### src/core/rdio_pkg.sv
// Package for the relay and digital I/O port block.
// Assumes a single clock domain and the simple strobe register port.
package rdio_pkg;
	// Register offsets (byte addresses, one word each)
	localparam logic [7:0] RELAY_OFF = 8'h00;
	localparam logic [7:0] PORTA_OFF = 8'h04;
	localparam logic [7:0] PORTB_OFF = 8'h08;
	localparam logic [7:0] PORTC_OFF = 8'h0c;
	localparam logic [7:0] PORTD_OFF = 8'h10;
	localparam logic [7:0] DIR_OFF = 8'h14;
	localparam logic [7:0] BITSET_OFF = 8'h18;
	localparam logic [7:0] IRQ_EN_OFF = 8'h1c;
	localparam logic [7:0] IRQ_STAT_OFF = 8'h20;
	localparam logic [7:0] IRQ_MASK_OFF = 8'h24;
	localparam logic [7:0] IRQ_CUR_OFF = 8'h28;
	// Single bit write command fields
	localparam int BIT_SEL_LSB = 0;
	localparam int BIT_TGT_LSB = 4;
	localparam int BIT_VAL_POS = 8;
	// Targets of a single bit write
	localparam logic [1:0] TGT_RELAY = 2'h0;
	localparam logic [1:0] TGT_PORTC = 2'h1;
	localparam logic [1:0] TGT_PORTD = 2'h2;
	// Direction register fields
	localparam int DIR_C_POS = 0;
	localparam int DIR_D_POS = 1;
	// Reset values
	localparam logic [15:0] RELAY_RST = 16'h0000;
	localparam logic [1:0] DIR_RST = 2'h0;
	localparam logic [7:0] UNMAPPED_RD = 8'h00;
endpackage : rdio_pkg

### src/core/rdio_edge.sv
// Synchroniser and rising edge detector for one asynchronous input bit.
// Assumes clk is the bus clock; ce freezes all state.
`timescale 1ns/1ps
`default_nettype none
module rdio_edge
(
	input wire logic clk,
	input wire logic reset,
	input wire logic ce,
	input wire logic async_in,
	output logic level,
	output logic rise
);
	logic meta_q;
	logic sync_q;
	logic prev_q;

	// Two stages before anything looks at the level
	always_ff @(posedge clk)
	begin
		if (reset)
		begin
			meta_q <= 1'b0;
			sync_q <= 1'b0;
			prev_q <= 1'b0;
		end
		else if (ce)
		begin
			meta_q <= async_in;
			sync_q <= meta_q;
			prev_q <= sync_q;
		end
	end

	assign level = sync_q;
	assign rise = ce & sync_q & ~prev_q;
endmodule : rdio_edge
`default_nettype wire

### src/core/rdio_top.sv
// Relay outputs, two input ports, two bidirectional ports, two edge interrupts.
// Assumes a synchronous host register port and asynchronous field pins.
//
// Strobed register access and the address map are this design's own decisions.
`timescale 1ns/1ps
`default_nettype none
module rdio_top
#(
	parameter int RELAYS = 16
)
(
	input wire logic clk,
	input wire logic reset,
	input wire logic ce,
	input wire logic [7:0] addr,
	input wire logic [31:0] wdata,
	input wire logic wr,
	input wire logic rd,
	output logic [31:0] rdata,
	output logic [RELAYS-1:0] relay_drive,
	input wire logic [7:0] port_a_in,
	input wire logic [7:0] port_b_in,
	input wire logic [7:0] port_c_in,
	output logic [7:0] port_c_out,
	output logic [7:0] port_c_oe,
	input wire logic [7:0] port_d_in,
	output logic [7:0] port_d_out,
	output logic [7:0] port_d_oe,
	input wire logic [1:0] irq_line,
	output logic irq
);
	////////////////////////////////////////////////////////////////////////
	// Synchronisers
	logic [33:0] raw_in;
	logic [33:0] sync_lvl;
	logic [33:0] sync_rise;
	assign raw_in = {irq_line, port_d_in, port_c_in, port_b_in, port_a_in};

	genvar gi;
	generate
		for (gi = 0; gi < 34; gi = gi + 1)
		begin : g_sync
			rdio_edge u_edge
			(
				.clk(clk),
				.reset(reset),
				.ce(ce),
				.async_in(raw_in[gi]),
				.level(sync_lvl[gi]),
				.rise(sync_rise[gi])
			);
		end
	endgenerate

	wire [7:0] a_lvl = sync_lvl[7:0];
	wire [7:0] b_lvl = sync_lvl[15:8];
	wire [7:0] c_lvl = sync_lvl[23:16];
	wire [7:0] d_lvl = sync_lvl[31:24];
	wire [1:0] irq_rise = sync_rise[33:32];

	////////////////////////////////////////////////////////////////////////
	// Registers
	logic [RELAYS-1:0] relay_q;
	logic [RELAYS-1:0] relay_d;
	logic [7:0] c_out_q;
	logic [7:0] c_out_d;
	logic [7:0] d_out_q;
	logic [7:0] d_out_d;
	logic [1:0] dir_q;
	logic [1:0] irq_en_q;
	logic [1:0] irq_stat_q;
	logic [1:0] irq_stat_d;
	logic [1:0] irq_mask_q;
	logic [1:0] cur_q;
	logic [1:0] cur_d;
	logic [31:0] rdata_q;
	logic irq_q;

	// Decode reused for the write selects; the read mux uses its own case on addr
	function automatic logic hit(input logic [7:0] a, input logic [7:0] off);
		hit = (a == off);
	endfunction : hit

	wire wr_en = wr & ce;
	wire wr_relay = wr_en & hit(addr, rdio_pkg::RELAY_OFF);
	wire wr_c = wr_en & hit(addr, rdio_pkg::PORTC_OFF);
	wire wr_d = wr_en & hit(addr, rdio_pkg::PORTD_OFF);
	wire wr_dir = wr_en & hit(addr, rdio_pkg::DIR_OFF);
	wire wr_bit = wr_en & hit(addr, rdio_pkg::BITSET_OFF);
	wire wr_ien = wr_en & hit(addr, rdio_pkg::IRQ_EN_OFF);
	wire wr_stat = wr_en & hit(addr, rdio_pkg::IRQ_STAT_OFF);
	wire wr_mask = wr_en & hit(addr, rdio_pkg::IRQ_MASK_OFF);

	wire [3:0] bit_sel = wdata[rdio_pkg::BIT_SEL_LSB +: 4];
	wire [1:0] bit_tgt = wdata[rdio_pkg::BIT_TGT_LSB +: 2];
	wire bit_val = wdata[rdio_pkg::BIT_VAL_POS];

	// Single bit writes modify one bit, whole writes replace all
	always_comb
	begin
		relay_d = relay_q;
		c_out_d = c_out_q;
		d_out_d = d_out_q;
		if (wr_relay)
			relay_d = wdata[RELAYS-1:0];
		else if (wr_bit && bit_tgt == rdio_pkg::TGT_RELAY && bit_sel < RELAYS)
			relay_d[bit_sel] = bit_val;
		if (wr_c)
			c_out_d = wdata[7:0];
		else if (wr_bit && bit_tgt == rdio_pkg::TGT_PORTC && bit_sel < 4'h8)
			c_out_d[bit_sel[2:0]] = bit_val;
		if (wr_d)
			d_out_d = wdata[7:0];
		else if (wr_bit && bit_tgt == rdio_pkg::TGT_PORTD && bit_sel < 4'h8)
			d_out_d[bit_sel[2:0]] = bit_val;
	end

	////////////////////////////////////////////////////////////////////////
	// Interrupts
	wire [1:0] irq_evt = irq_rise & irq_en_q;
	wire [1:0] pend = irq_stat_q & irq_mask_q;

	// Set wins over a clear in the same cycle
	always_comb
	begin
		irq_stat_d = irq_stat_q;
		if (wr_stat)
			irq_stat_d = irq_stat_q & ~wdata[1:0];
		irq_stat_d = irq_stat_d | irq_evt;
	end

	// One channel presented at a time; it stays current until its status is cleared or masked
	always_comb
	begin
		cur_d = cur_q;
		if ((cur_q & pend) == 2'h0)
		begin
			if (pend[0])
				cur_d = 2'h1;
			else if (pend[1])
				cur_d = 2'h2;
			else
				cur_d = 2'h0;
		end
	end

	////////////////////////////////////////////////////////////////////////
	// Read mux: ports in output mode read their driven value
	wire [7:0] c_rd = dir_q[rdio_pkg::DIR_C_POS] ? c_out_q : c_lvl;
	wire [7:0] d_rd = dir_q[rdio_pkg::DIR_D_POS] ? d_out_q : d_lvl;
	logic [31:0] rd_mux;
	always_comb
	begin
		rd_mux = {24'h000000, rdio_pkg::UNMAPPED_RD};
		case (addr)
			rdio_pkg::RELAY_OFF: rd_mux = 32'(relay_q);
			rdio_pkg::PORTA_OFF: rd_mux = {24'h000000, a_lvl};
			rdio_pkg::PORTB_OFF: rd_mux = {24'h000000, b_lvl};
			rdio_pkg::PORTC_OFF: rd_mux = {24'h000000, c_rd};
			rdio_pkg::PORTD_OFF: rd_mux = {24'h000000, d_rd};
			rdio_pkg::DIR_OFF: rd_mux = {30'h00000000, dir_q};
			rdio_pkg::IRQ_EN_OFF: rd_mux = {30'h00000000, irq_en_q};
			rdio_pkg::IRQ_STAT_OFF: rd_mux = {30'h00000000, irq_stat_q};
			rdio_pkg::IRQ_MASK_OFF: rd_mux = {30'h00000000, irq_mask_q};
			rdio_pkg::IRQ_CUR_OFF: rd_mux = {30'h00000000, cur_q};
			default: rd_mux = {24'h000000, rdio_pkg::UNMAPPED_RD};
		endcase
	end

	////////////////////////////////////////////////////////////////////////
	// State
	always_ff @(posedge clk)
	begin
		if (reset)
		begin
			relay_q <= RELAYS'(rdio_pkg::RELAY_RST);
			c_out_q <= 8'h00;
			d_out_q <= 8'h00;
			dir_q <= rdio_pkg::DIR_RST;
			irq_en_q <= 2'h0;
			irq_stat_q <= 2'h0;
			irq_mask_q <= 2'h0;
			cur_q <= 2'h0;
			rdata_q <= 32'h00000000;
			irq_q <= 1'b0;
		end
		else if (ce)
		begin
			relay_q <= relay_d;
			c_out_q <= c_out_d;
			d_out_q <= d_out_d;
			if (wr_dir)
				dir_q <= wdata[1:0];
			if (wr_ien)
				irq_en_q <= wdata[1:0];
			if (wr_mask)
				irq_mask_q <= wdata[1:0];
			irq_stat_q <= irq_stat_d;
			cur_q <= cur_d;
			rdata_q <= rd ? rd_mux : 32'h00000000;
			irq_q <= |(irq_stat_d & irq_mask_q);
		end
	end

	assign rdata = rdata_q;
	assign irq = irq_q;
	assign relay_drive = relay_q;
	assign port_c_out = c_out_q;
	assign port_d_out = d_out_q;
	// Whole port turns around; no per-bit direction exists
	assign port_c_oe = {8{dir_q[rdio_pkg::DIR_C_POS]}};
	assign port_d_oe = {8{dir_q[rdio_pkg::DIR_D_POS]}};

	////////////////////////////////////////////////////////////////////////
	// Checks
	// Reset and bus
	a_relay_reset: assert property (@(posedge clk)
		reset |=> relay_drive == '0)
		else $error("relays not released after reset");

	a_dir_reset: assert property (@(posedge clk)
		reset |=> port_c_oe == 8'h00 && port_d_oe == 8'h00)
		else $error("ports not input after reset");

	a_irq_reset: assert property (@(posedge clk)
		reset |=> !irq)
		else $error("interrupt high after reset");

	a_rdata_reset: assert property (@(posedge clk)
		reset |=> rdata == 32'h00000000)
		else $error("read data not clear after reset");

	a_rdata_idle: assert property (@(posedge clk) disable iff (reset)
		ce && !rd |=> rdata == 32'h00000000)
		else $error("read data stood too long");

	a_relay_whole: assert property (@(posedge clk) disable iff (reset)
		wr_relay |=> relay_drive == $past(wdata[RELAYS-1:0]))
		else $error("relay whole write lost");

	a_relay_bit: assert property (@(posedge clk) disable iff (reset)
		wr_bit && bit_tgt == rdio_pkg::TGT_RELAY && bit_sel < RELAYS
		|=> relay_drive[$past(bit_sel)] == $past(bit_val))
		else $error("relay bit write lost");

	a_relay_hold: assert property (@(posedge clk) disable iff (reset)
		ce && !wr_relay && !wr_bit |=> $stable(relay_drive))
		else $error("relay changed without a write");

	a_relay_read: assert property (@(posedge clk) disable iff (reset)
		rd && ce && addr == rdio_pkg::RELAY_OFF |=> rdata[RELAYS-1:0] == $past(relay_q))
		else $error("relay readback wrong");

	a_bitset_read: assert property (@(posedge clk) disable iff (reset)
		rd && ce && addr == rdio_pkg::BITSET_OFF |=> rdata == 32'h00000000)
		else $error("bit command reads nonzero");

	// Ports
	a_a_read: assert property (@(posedge clk) disable iff (reset)
		rd && ce && addr == rdio_pkg::PORTA_OFF |=> rdata == {24'h000000, $past(a_lvl)})
		else $error("port a read wrong");

	a_b_read: assert property (@(posedge clk) disable iff (reset)
		rd && ce && addr == rdio_pkg::PORTB_OFF |=> rdata == {24'h000000, $past(b_lvl)})
		else $error("port b read wrong");

	a_c_readback: assert property (@(posedge clk) disable iff (reset)
		rd && ce && addr == rdio_pkg::PORTC_OFF && dir_q[0] |=> rdata[7:0] == $past(c_out_q))
		else $error("port c readback wrong");

	a_d_readback: assert property (@(posedge clk) disable iff (reset)
		rd && ce && addr == rdio_pkg::PORTD_OFF && dir_q[1] |=> rdata[7:0] == $past(d_out_q))
		else $error("port d readback wrong");

	a_c_whole: assert property (@(posedge clk) disable iff (reset)
		wr_c |=> port_c_out == $past(wdata[7:0]))
		else $error("port c whole write lost");

	a_d_whole: assert property (@(posedge clk) disable iff (reset)
		wr_d |=> port_d_out == $past(wdata[7:0]))
		else $error("port d whole write lost");

	a_c_bit: assert property (@(posedge clk) disable iff (reset)
		wr_bit && bit_tgt == rdio_pkg::TGT_PORTC && bit_sel < 4'h8
		|=> port_c_out[$past(bit_sel[2:0])] == $past(bit_val))
		else $error("port c bit write lost");

	a_d_bit: assert property (@(posedge clk) disable iff (reset)
		wr_bit && bit_tgt == rdio_pkg::TGT_PORTD && bit_sel < 4'h8
		|=> port_d_out[$past(bit_sel[2:0])] == $past(bit_val))
		else $error("port d bit write lost");

	a_dir_oe: assert property (@(posedge clk) disable iff (reset)
		wr_dir |=> port_d_oe == {8{$past(wdata[1])}})
		else $error("direction write lost");

	a_c_dir_oe: assert property (@(posedge clk) disable iff (reset)
		wr_dir |=> port_c_oe == {8{$past(wdata[0])}})
		else $error("port c direction write lost");

	a_dir_read: assert property (@(posedge clk) disable iff (reset)
		rd && ce && addr == rdio_pkg::DIR_OFF |=> rdata[31:2] == 30'h00000000)
		else $error("direction has extra bits");

	// Interrupts
	a_irq_enabled: assert property (@(posedge clk) disable iff (reset)
		irq_rise[0] && irq_en_q[0] |=> irq_stat_q[0])
		else $error("edge did not set status");

	a_irq_enabled1: assert property (@(posedge clk) disable iff (reset)
		irq_rise[1] && irq_en_q[1] |=> irq_stat_q[1])
		else $error("edge did not set status one");

	a_irq_disabled: assert property (@(posedge clk) disable iff (reset)
		ce && !irq_en_q[1] && !irq_stat_q[1] && !wr_stat |=> !irq_stat_q[1])
		else $error("disabled channel set status");

	a_irq_disabled0: assert property (@(posedge clk) disable iff (reset)
		ce && !irq_en_q[0] && !irq_stat_q[0] && !wr_stat |=> !irq_stat_q[0])
		else $error("disabled channel zero set status");

	a_irq_level: assert property (@(posedge clk) disable iff (reset)
		ce |=> irq == |(irq_stat_q & $past(irq_mask_q)))
		else $error("interrupt level wrong");

	a_cur_onehot: assert property (@(posedge clk) disable iff (reset)
		cur_q != 2'h3)
		else $error("both channels presented");

	a_cur_hold: assert property (@(posedge clk) disable iff (reset)
		ce && (cur_q & pend) != 2'h0 |=> cur_q == $past(cur_q))
		else $error("current channel left early");

	a_cur_first: assert property (@(posedge clk) disable iff (reset)
		ce && cur_q == 2'h0 && pend == 2'h3 |=> cur_q == 2'h1)
		else $error("lower channel not first");
endmodule : rdio_top
`default_nettype wire

### config.mk
export PLATFORM = sky130hd
export DESIGN_NAME = rdio_top
export DESIGN_NICKNAME = d
export VERILOG_FILES = /design/src/core/rdio_pkg.sv /design/src/core/rdio_edge.sv /design/src/core/rdio_top.sv
export SDC_FILE = /design/constraint.sdc
export NUM_CORES = 1
export LEC_CHECK = 0
export BUFFER_PORTS_ARGS = -buffer_cell sky130_fd_sc_hd__buf_4
export CAP_MARGIN = 15
export CORE_AREA = 2 2 113 115
export DETAILED_ROUTE_END_ITERATION = 16
export DIE_AREA = 0 0 115 117
export PLACE_DENSITY_LB_ADDON = 0.15
export SLEW_MARGIN = 5
export SYNTH_ARGS = -nofsm -noshare
export SYNTH_HDL_FRONTEND = slang
export SYNTH_SLANG_ARGS = --single-unit
### constraint.sdc
create_clock -name clk -period 2.5 [get_ports clk]
set_clock_uncertainty 0.2 [all_clocks]
set_input_delay 0.25 -clock clk [delete_from_list [all_inputs] [get_ports clk]]
set_output_delay 0.25 -clock clk [all_outputs]
set_load 0.03 [all_outputs]
==> summary.txt <==
Synthesis
  • Top post-synthesis cells by area: dfxtp_1 41%, mux2i_1 19%, nor2_1 7.9%
  • Most frequent cell after synthesis: nor2_1
  • Mapped Cells: 681
  • Number of distinct library cells after synthesis: 53
  • Number of enable flip-flop cells after synthesis: 0
  • Seq cells post-synth: 129
  • Commonest cells in the netlist: 132 x nor2_1, 129 x dfxtp_1, 117 x mux2i_1, 47 x nand2_1, 37 x clkbuf_1
  • Fraction of registers with async set or reset after synthesis: 0%
  • Avg Cell Area, Syn: 9.26 µm²
  • Synth area leader: dfxtp_1
  • Sequential element share of the synthesized area: 41.0%
  • Ys flop type: dfxtp_1
  • Synthesized cell area: 6300 µm²
  • Top cell type's share of synthesized area: 41.0%
  • Ys Warns: 0

Final layout
  • FF+latch area: 2580 µm²
  • Final Instance Count excl. Fillers: 995
  • Nets: 911
  • Syn-to-layout area delta: 32.0%
  • # fillers: 974
  • Antenna cells: 0
  • Layout cell share with drive strength beyond 1: 26.7%
  • Footprint of the multi-input gates: 3320 µm²

Placement
  • Place WS: 0.0925 ns
  • Cells after DPL: 918
  • Port buffer count: 127
  • Gp weighted congestion: 0.887
  • DP Wirelength: 12200 µm

Timing
  • Fin. Hold Viols: 0
  • Worst rel slew slack: 53.3%
  • Hold Slack: 0.0130 ns
  • RSZ-0062 raised after global routing: false
  • Slew Viols, Final: 0
  • Final WS setup: 0.429 ns
  • Setup TNS: 0 ns
  • Final worst path period share: 82.8%
  • Tmin final: 2.07 ns
  • Fmax: 0.483 GHz
  • Worst-margin pin slew: 0.700 ns
  • Endpoints failing setup: 0

Route
  • Routed via count: 5585
  • Iter 0 DRT Violations: 427
  • Pre-Repair DR Iteration Count: 5
  • Detailed-route vias per instance: 5.61
  • Drt wl/cell: 17.4 µm
  • DRC violations left: 0
  • Routed WL: 17300 µm
  • DRT antenna net count: 0

Power
  • Power per cell area: 624 nW/µm²
  • Tot Pwr: 5.19 mW
  • Lkg Pwr: 3.61 nW
  • Worst VDD drop: 0.519 mV

Setup path
  • Setup crit end kind: output pin
  • CP required: 2.05 ns
  • CP Class: reg2out
  • Worst Path Max Fanout: 11
  • Worst Setup Start Kind: flop
  • WP data arrival: 1.62 ns

CTS
  • H-Tree Depth: 4
  • CTS Buffer Depth: 2
  • Worst-path clk slew: 0.05 ns
  • Clk root buf: clkbuf_16
  • CTS sink count: 129
  • CTS tree: done
  • Post-CTS Repair Setup Buffers: 0
  • Clock latency on the worst-skew pair: 0.42 ns
  • CTS buffer count: 17

Global route
  • Overall global routing resource usage: 25.6%
  • Vias in the first global route: 5228
  • Largest net degree at the start of global routing: 70
  • Gr ovfl total: 0
  • Global-route wire length before repair: 26600 µm
  • Initial antenna violation count: 0

Floorplanning
  • Placeable Area: 12300 µm²
  • Die ar.: 13500 µm²
  • Row count: 41
  • Initial core utilization: 51.2%
  • Io pins: 160
  • Chip width: 115 µm
  • Chip Height: 117 µm

Outcome
  • Status: finished, final reports clean

Job
  • Max_cap viols: 0

Min path
  • Hold Path Class: in2reg
[sequential cells by signal, indices dropped and copies added, names as in the netlist, 8 cells and up]
register	cells
g_sync.u_edge.level	34
g_sync.u_edge.meta_q	34
rdata	16
relay_drive	16
port_c_out	8
port_d_out	8
[layout by cell type (no fill, tap or decap), types with 5 or more instances in the layout]
master,Yosys,final
dfxtp_1,129,129
nor3_1,5,5
a211oi_1,6,6
nor2_1,132,132
dlygate4sd3_1,0,45
clkbuf_16,0,17
nand4b_1,5,5
a31oi_1,5,5
o21ai_0,15,15
and3_1,6,6
nand3_1,15,15
nor4_4,5,5
a21oi_1,14,14
or3_1,7,7
a22oi_1,11,11
conb_1,1,16
buf_4,30,150
nand2b_1,7,7
clkbuf_8,0,5
nor4_2,7,7
a211oi_2,21,21
o22ai_1,5,5
mux2i_1,117,117
nand2_1,47,47
[worst paths after layout]
kind                            cells after the start  slack, ns                  start                           to
worst min register to register                      2       0.26  rdata[4]$_SDFFE_PP0P_        rdata[4]$_SDFFE_PP0P_
worst max-delay path                                2       0.43  dir_q[1]$_SDFFE_PP0P_                 port_d_oe[3]
worst min-delay path                                3       0.01               wdata[5]  relay_drive[5]$_SDFFE_PP0P_
worst max register to register                      4       0.63  dir_q[1]$_SDFFE_PP0P_        rdata[1]$_SDFFE_PP0P_
[what timing repair did]
action / in CTS / in global routing
hold endpoints to repair: 50 / 0
gates resized for setup: 0 / 0
hold buffers: 45 / 0
[where the power goes]
part	leakage [nW]	total (mW)	internal, mW	switching, mW
Sequential	1.05	2.14	2.11	0.0331
Combinational	2.26	0.467	0.207	0.260
Clock	0.301	2.58	1.69	0.889
[per-layer routing]
metal  global-route usage (%)  vias to the layer above  share of wire (%)  wire length, µm
met3                     5.92                       37                6.5             1130
met4                     10.0                        0                2.7              476
met2                     42.2                      220                 48             8280
met1                     32.6                     2651                 43             7460
met5                        0                        -                  0                0
li1                         -                     2677                  -                -
[area by class of cell]
type,count,share of cell area (%)
multi-input cells,485,39.9
flip-flops and latches,129,31.0
repair buffers,196,19.2
clock buffers,23,5.99
well taps,150,2.26
clock inverters,9,1.53
inverters,3,0.135
[per-stage QoR]
step	instance area (µm²)	utilization, %
6_report	8320	67.6
5_1_grt	8320	67.6
4_1_cts	8320	67.6
3_5_place_dp	7240	58.8
3_3_place_gp	7240	58.8
2_1_floorplan	6360	-
[logic make-up (layout without fill, tap and decap cells)]
| family | Yosys count | after routing | share of synthesized area, % |
|---|---|---|---|
| AOI/OAI and AO/OA | 96 | 96 | 12.3 |
| muxes | 119 | 119 | 19.1 |
| other | 1 | 16 | 0.0595 |
| DFF | 129 | 129 | 41.0 |
| buffers and inverters | 82 | 231 | 7.34 |
| and+or+nand+nor | 254 | 254 | 20.2 |
[critical path, stage by stage, from the launching register on]
cell	delay, ns
dfxtp_1	0.77
buf_4	0.27
buf_4	0.17
No activity file was read; power rests on OpenSTA's default activity.
